File: config.mk
export PLATFORM = sky130hd
export DESIGN_NAME = counter_array_timebase_irq
export DESIGN_NICKNAME = d
export VERILOG_FILES = /design/src/rtl/counter_array_pkg.sv /design/src/rtl/counter_array_timebase_irq.sv /design/src/rtl/pin_sync.sv
export VERILOG_INCLUDE_DIRS = /design/src /design/src/rtl
export SDC_FILE = /design/constraint.sdc
export NUM_CORES = 1
export LEC_CHECK = 0
export ABC_AREA = 1
export BUFFER_PORTS_ARGS = -buffer_cell sky130_fd_sc_hd__clkbuf_2
export CAP_MARGIN = 20
export CELL_PAD_IN_SITES_DETAIL_PLACEMENT = 1
export CELL_PAD_IN_SITES_GLOBAL_PLACEMENT = 1
export CORE_UTILIZATION = 46
export CTS_CLUSTER_DIAMETER = 80
export DETAILED_ROUTE_END_ITERATION = 8
export PLACE_DENSITY_LB_ADDON = 0.1
export RECOVER_POWER = 50
export SLEW_MARGIN = 40
export SYNTH_ARGS = -nofsm -noshare
export SYNTH_HDL_FRONTEND = slang
export SYNTH_SLANG_ARGS = --single-unit
File: constraint.sdc
create_clock -name aclk -period 5.28 [get_ports aclk]
set_input_delay 1.056 -clock aclk [delete_from_list [all_inputs] [get_ports aclk]]
set_output_delay 1.056 -clock aclk [all_outputs]
set_load 0.005 [all_outputs]
File: src/rtl/counter_array_consts.svh
// Register offsets, field positions, reset values and divider counts of the counter array
`ifndef COUNTER_ARRAY_CONSTS_SVH
`define COUNTER_ARRAY_CONSTS_SVH

`define CA_OFF_COUNT_LOW 8'h00
`define CA_OFF_COUNT_HIGH 8'h04
`define CA_OFF_MODE 8'h08
`define CA_OFF_STATUS 8'h0c
`define CA_OFF_MASK 8'h10
`define CA_OFF_CMP0 8'h14
`define CA_OFF_CMP1 8'h18
`define CA_OFF_CMP2 8'h1c

`define CA_MODE_OVF_IE 0
`define CA_MODE_TB_LSB 1
`define CA_MODE_TB_MSB 3
`define CA_MODE_IOV_LSB 4
`define CA_MODE_IOV_MSB 5
`define CA_MODE_WDOG 6
`define CA_MODE_IDLE 7
`define CA_MODE_IOEN_LSB 8
`define CA_MODE_IOEN_MSB 10
`define CA_MODE_VALID 16'h07ff
`define CA_MODE_RESET 16'h0040

`define CA_ST_OVF 0
`define CA_ST_IOV 1
`define CA_ST_CH_LSB 2
`define CA_ST_VALID 5'h1f

`define CA_PRE12_LAST 4'hb
`define CA_PRE4_MASK 4'h3
`define CA_DIV8_LAST 3'h7
`define CA_IOV_BASE 8
`define CA_COUNT_MAX 16'hffff

`define CA_RESP_OKAY 2'b00
`define CA_RESP_SLVERR 2'b10

`endif

File: src/rtl/counter_array_pkg.sv
// Types shared by the counter array design files
package counter_array_pkg;
   typedef enum logic [2:0]
   {
      tb_div12 = 3'h0,
      tb_div4 = 3'h1,
      tb_timer0 = 3'h2,
      tb_ext_fall = 3'h3,
      tb_sysclk = 3'h4,
      tb_extosc8 = 3'h5,
      tb_lfo8 = 3'h6,
      tb_reserved = 3'h7
   } timebase_type;
endpackage

File: src/rtl/counter_array_timebase_irq.sv
// Counter array: 16-bit counter, timebase, channel flags and interrupt tree on AXI4-Lite
//
// Our own choices: the address map and the AXI4-Lite slave port.
`timescale 1ns/1ps
`default_nettype none
`include "counter_array_consts.svh"

// Behaviour
// One 16-bit counter read as two bytes
// Low-byte read latches high byte snapshot
// Counter reads never disturb counting
// Timebase select picks clock divisions or timer0
// Code 3 counts external input falling edges
// Codes 5,6 count synced oscillators divided by 8
// Wrap from maximum sets overflow flag
// Overflow flag interrupts only when enabled
// Overflow flag stays until software clears it
// Idle suspend clear keeps counting in idle
// Idle suspend set stops counting in idle
// Intermediate overflow from selectable bit 8..11
// Each channel owns its event flag
// Flags set regardless of interrupt enables
// Interrupt is OR of enabled set flags
// Processor gates with global and array enables
// Three 16-bit compare channels with I/O lines
// Watchdog mode at reset locks mode writes
module counter_array_timebase_irq
#(
   parameter int CHANNELS = 3
)
(
   input wire logic aclk,
   input wire logic aresetn,
   input wire logic ce,
   input wire logic [7:0] s_axi_awaddr,
   input wire logic s_axi_awvalid,
   output logic s_axi_awready,
   input wire logic [31:0] s_axi_wdata,
   input wire logic [3:0] s_axi_wstrb,
   input wire logic s_axi_wvalid,
   output logic s_axi_wready,
   output logic [1:0] s_axi_bresp,
   output logic s_axi_bvalid,
   input wire logic s_axi_bready,
   input wire logic [7:0] s_axi_araddr,
   input wire logic s_axi_arvalid,
   output logic s_axi_arready,
   output logic [31:0] s_axi_rdata,
   output logic [1:0] s_axi_rresp,
   output logic s_axi_rvalid,
   input wire logic s_axi_rready,
   input wire logic cpu_idle,
   input wire logic timer0_overflow,
   input wire logic external_count_input,
   input wire logic ext_osc_clk,
   input wire logic lfo_clk,
   output logic [CHANNELS-1:0] channel_io_line_out,
   output logic [CHANNELS-1:0] channel_io_line_oe,
   output logic irq
);
   // ****************************************
   // Helpers
   // ****************************************
   function automatic logic addr_known(input logic [7:0] a);
      addr_known = (a == `CA_OFF_COUNT_LOW) || (a == `CA_OFF_COUNT_HIGH) ||
                   (a == `CA_OFF_MODE) || (a == `CA_OFF_STATUS) ||
                   (a == `CA_OFF_MASK) || (a == `CA_OFF_CMP0) ||
                   (a == `CA_OFF_CMP1) || (a == `CA_OFF_CMP2);
   endfunction

   function automatic logic [31:0] lane_mask(input logic [3:0] s);
      lane_mask = {{8{s[3]}}, {8{s[2]}}, {8{s[1]}}, {8{s[0]}}};
   endfunction

   // ****************************************
   // Register bus
   // ****************************************
   logic aw_hold_r;
   logic w_hold_r;
   logic [7:0] waddr_r;
   logic [31:0] wdata_r;
   logic [3:0] wstrb_r;
   logic bvalid_r;
   logic [1:0] bresp_r;
   logic rvalid_r;
   logic [1:0] rresp_r;
   logic [31:0] rdata_r;
   logic do_write;
   logic do_read;
   logic [31:0] wmask;
   logic [31:0] wbits;

   assign s_axi_awready = ~aw_hold_r & ~bvalid_r;
   assign s_axi_wready = ~w_hold_r & ~bvalid_r;
   assign do_write = ce & aw_hold_r & w_hold_r & ~bvalid_r;
   assign s_axi_arready = ~rvalid_r;
   assign do_read = ce & s_axi_arvalid & ~rvalid_r;
   assign wmask = lane_mask(wstrb_r);
   assign wbits = wdata_r & wmask;
   assign s_axi_bvalid = bvalid_r;
   assign s_axi_bresp = bresp_r;
   assign s_axi_rvalid = rvalid_r;
   assign s_axi_rresp = rresp_r;
   assign s_axi_rdata = rdata_r;

   always_ff @(posedge aclk)
   begin
      if (!aresetn)
      begin
         aw_hold_r <= 1'b0;
         waddr_r <= 8'h00;
      end
      else if (ce)
      begin
         if (s_axi_awvalid && s_axi_awready)
         begin
            aw_hold_r <= 1'b1;
            waddr_r <= s_axi_awaddr;
         end
         else if (do_write)
            aw_hold_r <= 1'b0;
      end
   end

   always_ff @(posedge aclk)
   begin
      if (!aresetn)
      begin
         w_hold_r <= 1'b0;
         wdata_r <= 32'h0000_0000;
         wstrb_r <= 4'h0;
      end
      else if (ce)
      begin
         if (s_axi_wvalid && s_axi_wready)
         begin
            w_hold_r <= 1'b1;
            wdata_r <= s_axi_wdata;
            wstrb_r <= s_axi_wstrb;
         end
         else if (do_write)
            w_hold_r <= 1'b0;
      end
   end

   always_ff @(posedge aclk)
   begin
      if (!aresetn)
      begin
         bvalid_r <= 1'b0;
         bresp_r <= `CA_RESP_OKAY;
      end
      else if (ce)
      begin
         if (do_write)
         begin
            bvalid_r <= 1'b1;
            bresp_r <= addr_known(waddr_r) ? `CA_RESP_OKAY : `CA_RESP_SLVERR;
         end
         else if (s_axi_bready)
            bvalid_r <= 1'b0;
      end
   end

   // ****************************************
   // Mode, mask and write decode
   // ****************************************
   logic [15:0] mode_r;
   logic [4:0] mask_r;
   logic [4:0] status_r;
   logic [15:0] count_r;
   logic [7:0] snap_r;
   logic [15:0] mode_wmask;
   logic wr_low;
   logic wr_high;
   logic cnt_wr;
   counter_array_pkg::timebase_type tb_sel;
   logic [1:0] iov_sel;
   logic wdog;

   assign tb_sel = counter_array_pkg::timebase_type'(mode_r[`CA_MODE_TB_MSB:`CA_MODE_TB_LSB]);
   assign iov_sel = mode_r[`CA_MODE_IOV_MSB:`CA_MODE_IOV_LSB];
   assign wdog = mode_r[`CA_MODE_WDOG];
   assign wr_low = do_write && (waddr_r == `CA_OFF_COUNT_LOW) && wstrb_r[0];
   assign wr_high = do_write && (waddr_r == `CA_OFF_COUNT_HIGH) && wstrb_r[0];
   assign cnt_wr = wr_low | wr_high;
   // Watchdog mode lets only its own bit be changed
   assign mode_wmask = (wdog ? (16'h0001 << `CA_MODE_WDOG) : `CA_MODE_VALID) & wmask[15:0];

   always_ff @(posedge aclk)
   begin
      if (!aresetn)
         mode_r <= `CA_MODE_RESET;
      else if (ce && do_write && (waddr_r == `CA_OFF_MODE))
         mode_r <= (mode_r & ~mode_wmask) | (wdata_r[15:0] & mode_wmask);
   end

   always_ff @(posedge aclk)
   begin
      if (!aresetn)
         mask_r <= 5'h00;
      else if (ce && do_write && (waddr_r == `CA_OFF_MASK))
         mask_r <= (mask_r & ~wmask[4:0]) | (wbits[4:0] & `CA_ST_VALID);
   end

   // ****************************************
   // Timebase
   // ****************************************
   logic [3:0] pre_r;
   logic tick12;
   logic tick4;
   logic [2:0] pin_vec;
   logic [2:0] pin_fall;
   logic [2:0] ext_div_r;
   logic [2:0] lfo_div_r;
   logic ext_tick;
   logic lfo_tick;
   logic tick;
   logic run;
   logic count_tick;

   assign pin_vec = {lfo_clk, ext_osc_clk, external_count_input};

   genvar gp;
   generate
      for (gp = 0; gp < 3; gp++)
      begin : g_pin
         pin_sync u_sync
         (
            .aclk(aclk),
            .aresetn(aresetn),
            .ce(ce),
            .pin_in(pin_vec[gp]),
            .level(),
            .fall(pin_fall[gp])
         );
      end
   endgenerate

   always_ff @(posedge aclk)
   begin
      if (!aresetn)
         pre_r <= 4'h0;
      else if (ce)
         pre_r <= (pre_r == `CA_PRE12_LAST) ? 4'h0 : pre_r + 4'h1;
   end

   assign tick12 = ce & (pre_r == `CA_PRE12_LAST);
   // Twelve is a multiple of four, so one prescaler serves both
   assign tick4 = ce & ((pre_r & `CA_PRE4_MASK) == `CA_PRE4_MASK);

   always_ff @(posedge aclk)
   begin
      if (!aresetn)
      begin
         ext_div_r <= 3'h0;
         lfo_div_r <= 3'h0;
      end
      else if (ce)
      begin
         if (pin_fall[1])
            ext_div_r <= ext_div_r + 3'h1;
         if (pin_fall[2])
            lfo_div_r <= lfo_div_r + 3'h1;
      end
   end

   assign ext_tick = pin_fall[1] & (ext_div_r == `CA_DIV8_LAST);
   assign lfo_tick = pin_fall[2] & (lfo_div_r == `CA_DIV8_LAST);

   always_comb
   begin
      case (tb_sel)
         counter_array_pkg::tb_div12: tick = tick12;
         counter_array_pkg::tb_div4: tick = tick4;
         counter_array_pkg::tb_timer0: tick = ce & timer0_overflow;
         counter_array_pkg::tb_ext_fall: tick = pin_fall[0];
         counter_array_pkg::tb_sysclk: tick = ce;
         counter_array_pkg::tb_extosc8: tick = ext_tick;
         counter_array_pkg::tb_lfo8: tick = lfo_tick;
         default: tick = 1'b0;
      endcase
   end

   assign run = ~(mode_r[`CA_MODE_IDLE] & cpu_idle);
   assign count_tick = tick & run;

   // ****************************************
   // Counter and snapshot
   // ****************************************
   always_ff @(posedge aclk)
   begin
      if (!aresetn)
         count_r <= 16'h0000;
      else if (ce)
      begin
         if (wr_low)
            count_r[7:0] <= wdata_r[7:0];
         else if (wr_high)
            count_r[15:8] <= wdata_r[7:0];
         else if (count_tick)
            count_r <= count_r + 16'h0001;
      end
   end

   always_ff @(posedge aclk)
   begin
      if (!aresetn)
         snap_r <= 8'h00;
      else if (do_read && (s_axi_araddr == `CA_OFF_COUNT_LOW))
         snap_r <= count_r[15:8];
   end

   // ****************************************
   // Channels
   // ****************************************
   logic [15:0] cmp_r [CHANNELS];
   logic [CHANNELS-1:0] ch_match;
   logic [CHANNELS-1:0] io_r;

   genvar gc;
   generate
      for (gc = 0; gc < CHANNELS; gc++)
      begin : g_ch
         always_ff @(posedge aclk)
         begin
            if (!aresetn)
               cmp_r[gc] <= 16'hffff;
            else if (ce && do_write && (waddr_r == `CA_OFF_CMP0 + 8'(4 * gc)))
               cmp_r[gc] <= (cmp_r[gc] & ~wmask[15:0]) | wbits[15:0];
         end

         assign ch_match[gc] = count_tick & ~cnt_wr & (count_r == cmp_r[gc]);

         always_ff @(posedge aclk)
         begin
            if (!aresetn)
               io_r[gc] <= 1'b0;
            else if (ce && ch_match[gc])
               io_r[gc] <= ~io_r[gc];
         end
      end
   endgenerate

   assign channel_io_line_out = io_r;
   assign channel_io_line_oe = mode_r[`CA_MODE_IOEN_MSB:`CA_MODE_IOEN_LSB];

   // ****************************************
   // Flags and interrupt
   // ****************************************
   logic ovf_set;
   logic iov_set;
   logic [15:0] iov_mask;
   logic [4:0] flag_set;
   logic [4:0] flag_clr;

   assign ovf_set = count_tick & ~cnt_wr & (count_r == `CA_COUNT_MAX);
   assign iov_mask = 16'((17'h00001 << (`CA_IOV_BASE + iov_sel)) - 17'h00001);
   assign iov_set = count_tick & ~cnt_wr & ((count_r & iov_mask) == iov_mask);
   assign flag_set = {ch_match, iov_set, ovf_set};
   assign flag_clr = (do_write && (waddr_r == `CA_OFF_STATUS)) ? wbits[4:0] : 5'h00;

   always_ff @(posedge aclk)
   begin
      if (!aresetn)
         status_r <= 5'h00;
      else if (ce)
         status_r <= (status_r & ~flag_clr) | flag_set;
   end

   assign irq = |(status_r & mask_r);

   // ****************************************
   // Read data
   // ****************************************
   always_ff @(posedge aclk)
   begin
      if (!aresetn)
      begin
         rvalid_r <= 1'b0;
         rresp_r <= `CA_RESP_OKAY;
         rdata_r <= 32'h0000_0000;
      end
      else if (ce)
      begin
         if (do_read)
         begin
            rvalid_r <= 1'b1;
            rresp_r <= addr_known(s_axi_araddr) ? `CA_RESP_OKAY : `CA_RESP_SLVERR;
            case (s_axi_araddr)
               `CA_OFF_COUNT_LOW: rdata_r <= {24'h000000, count_r[7:0]};
               `CA_OFF_COUNT_HIGH: rdata_r <= {24'h000000, snap_r};
               `CA_OFF_MODE: rdata_r <= {16'h0000, mode_r};
               `CA_OFF_STATUS: rdata_r <= {27'h0000000, status_r};
               `CA_OFF_MASK: rdata_r <= {27'h0000000, mask_r};
               `CA_OFF_CMP0: rdata_r <= {16'h0000, cmp_r[0]};
               `CA_OFF_CMP1: rdata_r <= {16'h0000, cmp_r[1]};
               `CA_OFF_CMP2: rdata_r <= {16'h0000, cmp_r[2]};
               default: rdata_r <= 32'h0000_0000;
            endcase
         end
         else if (s_axi_rready)
            rvalid_r <= 1'b0;
      end
   end
endmodule
`default_nettype wire

File: src/rtl/pin_sync.sv
// Three-stage pin synchroniser with agreed level and falling-edge pulse
`timescale 1ns/1ps
`default_nettype none
module pin_sync
(
   input wire logic aclk,
   input wire logic aresetn,
   input wire logic ce,
   input wire logic pin_in,
   output logic level,
   output logic fall
);
   logic s1_r;
   logic s2_r;
   logic s3_r;
   logic level_r;

   always_ff @(posedge aclk)
   begin
      if (!aresetn)
      begin
         s1_r <= 1'b1;
         s2_r <= 1'b1;
         s3_r <= 1'b1;
      end
      else if (ce)
      begin
         s1_r <= pin_in;
         s2_r <= s1_r;
         s3_r <= s2_r;
      end
   end

   // Level only moves once two later stages agree
   always_ff @(posedge aclk)
   begin
      if (!aresetn)
         level_r <= 1'b1;
      else if (ce && (s2_r == s3_r))
         level_r <= s2_r;
   end

   assign level = level_r;
   assign fall = ce & level_r & ~s2_r & ~s3_r;
endmodule
`default_nettype wire

==> results of run 1 <==
[critical path: stages]
cell	delay, ns
clkbuf_1	0.58
clkbuf_1	0.84
inv_2	0.29
nor2_1	0.31
nand3_2	0.11
nand2_2	0.09
nand2_4	0.06
nor2_8	0.14
nand3_1	0.18
nor2_1	0.29
nand2_1	0.09
nand2_1	0.07
nor2_1	0.05
[placed cells by master, fill, tap and decap left out, types with 5 or more instances in the layout]
cell,netlist,routed
nand2_1,238,238
nor2_1,145,148
o21ai_0,126,127
inv_1,126,126
dfxtp_1,118,117
nand3_1,83,84
a21oi_1,79,79
clkbuf_2,2,61
o211ai_1,51,51
edfxtp_1,48,48
xor2_1,19,19
conb_1,1,18
clkbuf_16,0,17
clkbuf_1,25,16
nand2_2,10,10
nor3_1,8,10
nand4_1,8,9
ha_1,7,7
inv_6,0,6
nor2_2,6,5
o21ai_1,6,5
a21oi_2,5,5
buf_4,22,5
[flip-flops by register name (all words and copies together) (netlist names), named ones only]
| name | cells |
|---|---|
| s_axi_bresp | 1 |
| wdata_r | 16 |
| waddr_r | 8 |
| g_pin.u_sync.s1_r | 3 |
| g_pin.u_sync.s2_r | 3 |
| wstrb_r | 2 |
| cmp_r | 48 |
| status_r | 5 |
| channel_io_line_out | 3 |
| count_r | 16 |
| pre_r | 4 |
| w_hold_r | 1 |
| s_axi_rdata | 16 |
| aw_hold_r | 1 |
| ext_div_r | 3 |
| g_pin.u_sync.level | 3 |
| s_axi_rresp | 1 |
| snap_r | 8 |
| g_pin.u_sync.s3_r | 3 |
| lfo_div_r | 3 |
| s_axi_rvalid | 1 |
| s_axi_bvalid | 1 |
[kinds of logic after synthesis]
logic type	share of synthesized area [%]
buffers and inverters	10.4
AO/OA/AOI/OAI	17.5
AND/OR/NAND/NOR	26.3
other	0.0420
XOR/XNOR	2.16
adder cells (fa/ha/maj)	0.980
flip-flops	42.6
[worst max-delay path by stage]
stage	cells past startpoint	endpoint	from
final	13	channel_io_line_out[2]	ce
after CTS	7	snap_r[7]	ce
after global routing	13	channel_io_line_out[2]	ce
after detailed placement	7	snap_r[7]	ce
after global placement	7	snap_r[3]	ce
after floorplan	5	cmp_r[1][0]	ce
[metrics by stage]
stage               setup slack [ns]  cell area, sq um  total power, mW  instances  hold slack (ns)
global route                    1.20              9870             2.95       1519            0.479
global placement                1.99              9310             1.55       1487            0.436
CTS                             2.37              9940             2.88       1519            0.453
finish                          1.47              9870             2.86       1519            0.450
floorplan                       2.91              9000             1.49       1224            0.425
detailed placement              1.90              9320             1.55       1487            0.445
[report_power, final]
| group | internal [mW] | leakage (nW) | switching, mW |
|---|---|---|---|
| sequential | 1.33 | 1.28 | 0.0255 |
| clock | 0.728 | 0.307 | 0.615 |
| combinational | 0.0447 | 2.47 | 0.119 |
[cell type report]
class / instances / area, sq um
Fill cell: 2472 / 9030
Multi-Input combinational cell: 849 / 4220
Timing Repair Buffer: 82 / 403
Clock buffer: 17 / 425
Inverter: 130 / 492
Clock inverter: 15 / 199
Sequential cell: 166 / 3800
Tap cell: 260 / 325
[layer usage]
layer  wire (um)  vias to the layer above  GRT usage [%]
met5           0                        -              0
met1       13100                     4165           41.3
met3        2270                       56           6.51
met2       13800                      317           49.7
met4         818                        0           11.2
li1            -                     4043              -
==> results_dict.tcl, run 1 <==
set metrics [dict create \
    dr_total_vias 8581 \
    arrival_ns 4.15 \
    postCtsSetupRepairBufs 0 \
    cts_resized 0 \
    syn_avg_cell_area_sq_um 7.40 \
    hold_viol 0 \
    grt_pass1_vias 8478 \
    synth_top_area_share_pct 26.4 \
    ir_drop_v 0.000239 \
    relSlewSlack_pct 25.5 \
    critPathCaptureType "flip-flop" \
    final-setup-viol-count 0 \
    synthTopCellsByCount "238 x nand2_1, 145 x nor2_1, 126 x inv_1, 126 x o21ai_0, 118 x dfxtp_1" \
    hold_depth 2 \
    max_cap_viol_count 0 \
    ff2ff_path_depth 8 \
    max_freq_mhz 263 \
    grt_first_pass_wirelength_mm 46.6 \
    io_pins 113 \
    cts_tree "built" \
    grt_usage_pct 31.0 \
    drc 0 \
    htree_levels 4 \
    rsz0062_at_grt "no" \
    portBuffers 76 \
    final.period_utilization_pct 72.1 \
    cts_sinks 166 \
    start_util_pct 47.3 \
    period_minus_slack_ns 3.81 \
    dieArea_sq_um 20000 \
    synth-seq-area-share_pct 42.6 \
    die_height_um 141 \
    root_buffer "clkbuf_16" \
    ys_async_sr_fraction_pct 0 \
    wl_per_cell_um 19.8 \
    num_rows 50 \
    p_per_area_nw_per_um2 290 \
    hold_buffers 0 \
    finalWeightedCongestion 0.945 \
    setup-tns-final_ns 0 \
    finalClockSkew_ns 0.00973 \
    vias_per_cell 5.65 \
    clkTransAtPathRegs_ns 0.08 \
    drt-initial-drc-count 621 \
    grt_max_degree 63 \
    grt-ovfl-total 0 \
    hold_class "flip-flop to flip-flop" \
    synth_area_leader_cell "dfxtp_1" \
    yosysMostFrequentCell "nand2_1" \
    final_nets 1318 \
    drive_above_1_share_pct 11.0 \
    ys_types 45 \
    coreArea_sq_um 18900 \
    power.leakage_nw 4.06 \
    diodes 0 \
    synthFlopType "dfxtp_1" \
    cts_buffer_depth 2 \
    hpwl_mm 21.5 \
    r2r-start "wstrb_r[0]" \
    clkLatencyLatePin_ns 0.44 \
    antenna_found_initial 0 \
    synth-edff-count 48 \
    drtAntennaViolNets 0 \
    synthCells 1207 \
    synth_area_leaders "dfxtp_1 26%, edfxtp_1 16%, nand2_1 10%" \
    worst_pin_slew_ns 1.11 \
    drt-total-wl_mm 30.0 \
    syn_area_sq_um 8940 \
    start_kind "primary input" \
    ff2ff_setup_slack_ns 2.72 \
    min_to "snap_r[3]" \
    numCtsBuffers 17 \
    syn_to_final_growth_pct 10.4 \
    ys_ff_latch 166 \
    worstPathRequired_ns 5.62 \
    dieWidth_um 141 \
    yosysWarnings 0 \
    critical_path_class "primary input to flip-flop" \
    path_max_fanout 24 \
    outcome "finished, final reports clean" \
    min-delay-start "snap_r[3]" \
    drt-pass1-iter-count 6 \
    postLayoutCoreUtil_pct 52.2 \
    drv_slew 0 \
]
No activity file was read; power rests on OpenSTA's default activity.
==> run 2, diff against run 1 <==
--- a/config.mk
+++ b/config.mk
@@ -6,12 +6,12 @@
 export SDC_FILE = /design/constraint.sdc
 export NUM_CORES = 1
 export LEC_CHECK = 0
-export ABC_AREA = 1
+export ABC_AREA = 0
 export BUFFER_PORTS_ARGS = -buffer_cell sky130_fd_sc_hd__clkbuf_2
 export CAP_MARGIN = 20
 export CELL_PAD_IN_SITES_DETAIL_PLACEMENT = 1
 export CELL_PAD_IN_SITES_GLOBAL_PLACEMENT = 1
-export CORE_UTILIZATION = 46
+export CORE_UTILIZATION = 44
 export CTS_CLUSTER_DIAMETER = 80
 export DETAILED_ROUTE_END_ITERATION = 8
 export PLACE_DENSITY_LB_ADDON = 0.1
==> constraint.sdc (replaced) <==
create_clock -name aclk -period 3.71 [get_ports aclk]
set_input_delay 0.742 -clock aclk [delete_from_list [all_inputs] [get_ports aclk]]
set_output_delay 0.742 -clock aclk [all_outputs]
set_load 0.005 [all_outputs]
==> run 2 against run 1 <==
  * Power rose by 38%
  * Register-to-register slack got worse by 1.6 ns
  * Global-route usage fell by 3.8 points
  * Critical path depth fell by 6
  * Synthesized cell count fell by 22%
  * Largest power group unchanged
  * Largest cell class unchanged
  * Cell count fell by 16%
  * Clock skew fell by 0.0031 ns
  * Non-clock buffer count rose by 19
  * Combinational power rose by 41%
==> results_dict.tcl, run 2 <==
set metrics [dict create \
    place_inst 1242 \
    root_buffer "clkbuf_16" \
    portBuffers 76 \
    combPwrFrac_pct 5.8 \
    dieWidth_um 141 \
    wl_per_cell_um 20.3 \
    drtAntennaViolNets 0 \
    max_cap_viol_count 0 \
    postLayoutCoreUtil_pct 51.1 \
    grt-ovfl-total 0 \
    p_sw_mw 0.982 \
    min_to "s_axi_rdata[4]" \
    finalClockSkew_ns 0.00662 \
    path_max_fanout 19 \
    numCtsBuffers 17 \
    fillerInstances 2262 \
    hold_viol 0 \
    ir_drop_v 0.000287 \
    internal-power_mw 2.98 \
    synthCells 945 \
    syn_to_final_growth_pct 13.1 \
    synth-seq-area-share_pct 44.5 \
    htree_levels 4 \
    grt_first_pass_wirelength_mm 40.9 \
    top_usage_layer "met2" \
    synth-edff-count 48 \
    rsz0062_at_grt "no" \
    relSlewSlack_pct 25.9 \
    drt-pass1-iter-count 5 \
    final_nets 1073 \
    dieArea_sq_um 20000 \
    grt_usage_pct 27.2 \
    ys_types 65 \
    start_kind "primary input" \
    final-setup-viol-count 0 \
    synth_top_area_share_pct 27.7 \
    switching_share_pct 24.8 \
    clkTransAtPathRegs_ns 0.07 \
    synthFlopType "dfxtp_1" \
    critPathCaptureType "flip-flop" \
    worstPathRequired_ns 4.02 \
    finalWeightedCongestion 0.847 \
    drc 0 \
    cts_sinks 166 \
    critPathLaunch "ce" \
    period_minus_slack_ns 2.80 \
    final_common_cell "nand2_1" \
    grt_util_met1_pct 39.6 \
    grt_pass1_vias 7140 \
    r2r-end "count_r[15]" \
    p_clk_share_pct 45.9 \
    power.leakage_nw 3.66 \
    syn_area_sq_um 8540 \
    start_util_pct 45.2 \
    drive_above_1_share_pct 13.4 \
    pre_cts_ws_ns 0.562 \
    outcome "finished, final reports clean" \
    gr-usage-met2_pct 41.2 \
    num_rows 50 \
    max_freq_mhz 357 \
    grt_max_degree 40 \
    ff2ff_setup_slack_ns 1.15 \
    postCtsSetupRepairBufs 0 \
    setup-tns-final_ns 0 \
    use_met3_pct 4.76 \
    antenna_found_initial 0 \
    ys_async_sr_fraction_pct 0 \
    drv_slew 0 \
    final.period_utilization_pct 75.4 \
    hold_buffers 0 \
    hpwl_mm 18.6 \
    drt-total-wl_mm 25.8 \
    largest-register "cmp_r" \
    syn_avg_cell_area_sq_um 9.04 \
    io_pins 113 \
    die_height_um 141 \
    cts_resized 0 \
    arrival_ns 3.11 \
    synthTopCellsByCount "121 x nand2_1, 118 x dfxtp_1, 71 x nor2_1, 66 x nand3_1" \
    yosysMostFrequentCell "nand2_1" \
    dr_total_vias 7223 \
    yosysWarnings 0 \
    ys_ff_latch 166 \
    hold_class "flip-flop to flip-flop" \
    cts_tree "built" \
    clkLatencyLatePin_ns 0.44 \
    critical_path_class "primary input to flip-flop" \
    most-common-layout-cells "121 x nand2_1, 117 x dfxtp_1, 71 x nor2_1" \
    vias_per_cell 5.67 \
    fin_cells 1274 \
    ff2ff_path_depth 6 \
    synth_area_leaders "dfxtp_1 28%, edfxtp_1 17%, mux2i_1 7.1%" \
    worst_pin_slew_ns 1.11 \
    cts_buffer_depth 2 \
    largest_register_ffs 48 \
    diodes 0 \
    synth_area_leader_cell "dfxtp_1" \
    sequentialPowerShare_pct 48.3 \
    min-delay-start "s_axi_rdata[4]" \
    fin_ws_ns 0.911 \
    hold_depth 2 \
    coreArea_sq_um 18900 \
    p_per_area_nw_per_um2 410 \
    r2r-start "s_axi_bvalid" \
    drt-initial-drc-count 656 \
]
## run 2: changes by cell type after synthesis, moves of 36 or more
cell      delta
xnor2_1     +36
o211ai_1    -47
nor2_1      -74
o21ai_0     -92
nand2_1    -117
nand2b_1    +57
mux2i_1     +61
inv_1      -113
## run 2: cell type report
type                       count  area (sq um)  area share, %
clock buffer                  18           429           4.44
clock inverter                14           165           1.71
inverter                      13          48.8          0.505
multi-input combinational    702          4360           45.2
sequential                   166          3800           39.4
tap                          260           325           3.37
timing repair buffer         101           519           5.38
## run 2: worst max path at each step
stage                       to  slack, ns
5_1_grt        s_axi_rdata[10]       0.65
2_1_floorplan      cmp_r[0][0]       0.63
3_3_place_gp       count_r[13]       0.61
3_5_place_dp       status_r[0]       0.56
4_1_cts            count_r[15]       0.95
6_report           count_r[15]       0.91
## run 2: worst max-delay path: stages
cell	delay (ns)
clkbuf_2	0.38
nand2b_1	0.17
o311a_1	0.41
a211oi_2	0.40
nand3_1	0.40
o311ai_0	0.48
o21ai_1	0.12
## run 2: power by group through the flow
stage	combinational, mW	sequential, mW	clock (mW)
after detailed placement	0.233	1.95	0
after floorplan	0.169	1.94	0
after global routing	0.256	1.92	1.92
after CTS	0.235	1.91	1.85
final	0.230	1.91	1.82
after global placement	0.228	1.95	0
## run 2: kinds of logic after synthesis
logic type,Yosys count,synth area share [%]
adders and majority gates,7,1.03
xor gates and xnor gates,57,5.85
other,1,0.0439
buffers and inverters,94,5.23
muxes,70,9.13
DFF,166,44.5
AOI/OAI and AO/OA,151,10.8
and+or+nand+nor,399,23.4
## run 2: metal layers
layer  routed length, um  up-vias
li1                    -     3416
met1               12300     3529
met2               11400      248
met3                1780       30
met4                 390        0
met5                   0        -
## run 2: per-stage QoR
stage / hold WS, ns / instance area, sq um / total power, mW
after CTS: 0.458 / 9710 / 4.00
after detailed placement: 0.445 / 9120 / 2.19
final: 0.453 / 9660 / 3.96
after global placement: 0.436 / 9110 / 2.18
after floorplan: 0.432 / 8600 / 2.11
after global routing: 0.475 / 9660 / 4.09
==> run 3, diff against run 2 <==
==> constraint.sdc (replaced) <==
create_clock -name aclk -period 2.8 [get_ports aclk]
set_input_delay 0.56 -clock aclk [delete_from_list [all_inputs] [get_ports aclk]]
set_output_delay 0.56 -clock aclk [all_outputs]
set_load 0.005 [all_outputs]
==> run 3 against run 2 <==
  * The run now ends with capacitance limit, slew limit left
  * Hold slack lost 0.12 ns
  * Clock skew grew 0.0081 ns
  * Non-clock buffer count grew 29
  * First-iteration DRC count shrank 17%
  * Combinational power grew 44%
  * Via count grew 2.9%
  * Global-route usage grew 1.6 points
  * Wire length grew 7.0%
  * Flip-flop and latch count is the same
  * Setup slack lost 0.65 ns
  * Sequential power grew 32%
  * Register-to-register slack lost 0.74 ns
  * Critical path type unchanged
  * Largest cell class unchanged
  * Highest routed layer unchanged
==> results_dict.tcl, run 3 (same netlist as run 2, synthesis figures left out) <==
set metrics [dict create \
    finalInstanceArea_sq_um 9940 \
    io_pins 113 \
    place_inst 1271 \
    p_per_area_nw_per_um2 527 \
    finalClockSkew_ns 0.0148 \
    use_met3_pct 5.60 \
    grt_pass1_vias 7625 \
    p_sw_mw 1.31 \
    critPathCaptureType "flip-flop" \
    start_kind "primary input" \
    path_max_fanout 35 \
    top_usage_layer "met2" \
    most-common-layout-cells "121 x nand2_1, 118 x dfxtp_1, 71 x nor2_1" \
    cts_sinks 166 \
    hold_class "primary input to flip-flop" \
    worstPathRequired_ns 2.87 \
    drt-initial-drc-count 542 \
    fin_ws_ns 0.264 \
    max_freq_mhz 394 \
    dieArea_sq_um 20000 \
    hold_buffers 0 \
    root_buffer "clkbuf_16" \
    numCtsBuffers 17 \
    postCtsSetupRepairBufs 0 \
    outcome "finished, violations left" \
    worst_pin_slew_ns 1.68 \
    grt_usage_pct 28.8 \
    drc 0 \
    dieWidth_um 141 \
    drt-total-wl_mm 27.6 \
    largest-register "cmp_r" \
    ir_drop_v 0.000369 \
    hold_depth 3 \
    portBuffers 76 \
    final.period_utilization_pct 90.6 \
    cts_buffer_depth 2 \
    clkTransAtPathRegs_ns 0.07 \
    antenna_found_initial 1 \
    period_minus_slack_ns 2.54 \
    diodes 0 \
    coreArea_sq_um 18900 \
    relSlewSlack_pct -11.8 \
    finalWeightedCongestion 0.868 \
    cts_resized 0 \
    largest_register_ffs 48 \
    arrival_ns 2.60 \
    power.leakage_nw 3.83 \
    p_clk_share_pct 45.3 \
    critical_path_class "primary input to flip-flop" \
    final-setup-viol-count 0 \
    htree_levels 4 \
    cts_tree "built" \
    grt_util_met1_pct 38.4 \
    drv_slew 36 \
    sequentialPowerShare_pct 48.3 \
    internal-power_mw 3.92 \
    dr_total_vias 7430 \
    num_rows 50 \
    grt_max_degree 49 \
    max_cap_viol_count 1 \
    postLayoutCoreUtil_pct 52.6 \
    clkLatencyLatePin_ns 0.44 \
    combPwrFrac_pct 6.3 \
    drtAntennaViolNets 0 \
    gr-usage-met2_pct 45.6 \
    die_height_um 141 \
    fillerInstances 2246 \
    drive_above_1_share_pct 16.0 \
    rsz0062_at_grt "no" \
    grt-ovfl-total 0 \
    hold_viol 0 \
    pre_cts_ws_ns 0.0820 \
    ff2ff_path_depth 7 \
    fin_cells 1303 \
    wl_per_cell_um 21.2 \
    placedInstanceArea_sq_um 9410 \
    vias_per_cell 5.70 \
    drt-pass1-iter-count 5 \
    grt_first_pass_wirelength_mm 43.0 \
    violations "capacitance limit, slew limit" \
    syn_to_final_growth_pct 16.3 \
    switching_share_pct 25.0 \
    hpwl_mm 20.0 \
    final_common_cell "nand2_1" \
    final_nets 1102 \
    start_util_pct 45.2 \
]
-- run 3: cell count changes in the layout (fill, tap and decap cells not counted), sizes merged --
cell and delta:
clkinv -2, clkinvlp +2, bufinv -1, buf +30
-- run 3: stage by stage --
step,setup TNS [ns],hold slack [ns],total power [mW]
6_report,0,0.330,5.23
5_1_grt,0,0.337,5.41
4_1_cts,0,0.323,5.28
3_5_place_dp,0,0.443,2.92
3_3_place_gp,0,0.438,2.91
2_1_floorplan,-2.98,0.432,2.79
-- run 3: routing by layer --
metal,wire (um),up-vias
met5,0,-
met4,780,0
met3,2010,52
met2,12700,291
met1,12200,3614
li1,-,3473
-- run 3: area by class of cell --
cell class / instances / area (sq um) / area share [%]
clock buffers: 19 / 454 / 4.57
clock inverters: 13 / 134 / 1.35
inverters: 13 / 48.8 / 0.491
multi-input cells: 702 / 4370 / 44.0
flip-flops and latches: 166 / 3800 / 38.3
well taps: 260 / 325 / 3.27
repair buffers: 130 / 802 / 8.07
-- run 3: worst max-delay path, cell delays in order --
cell and delay, ns:
clkbuf_2 0.09, clkbuf_1 1.20, o21ai_0 0.24, clkbuf_2 0.48
-- run 3: final timing paths --
kind | startpoint | to | slack (ns)
hold / removal | s_axi_wdata[13] | wdata_r[13] | 0.33
setup reg to reg | pre_r[0] | status_r[0] | 0.41
hold reg to reg | s_axi_rdata[5] | s_axi_rdata[5] | 0.45
setup / recovery | aresetn | cmp_r[1][12] | 0.26
-- run 3: power by group through the flow --
stage / sequential [mW] / combinational, mW / clock, mW
3_3_place_gp: 2.58 / 0.329 / 0
4_1_cts: 2.53 / 0.340 / 2.41
6_report: 2.53 / 0.331 / 2.37
3_5_place_dp: 2.58 / 0.336 / 0
2_1_floorplan: 2.57 / 0.224 / 0
5_1_grt: 2.53 / 0.364 / 2.51
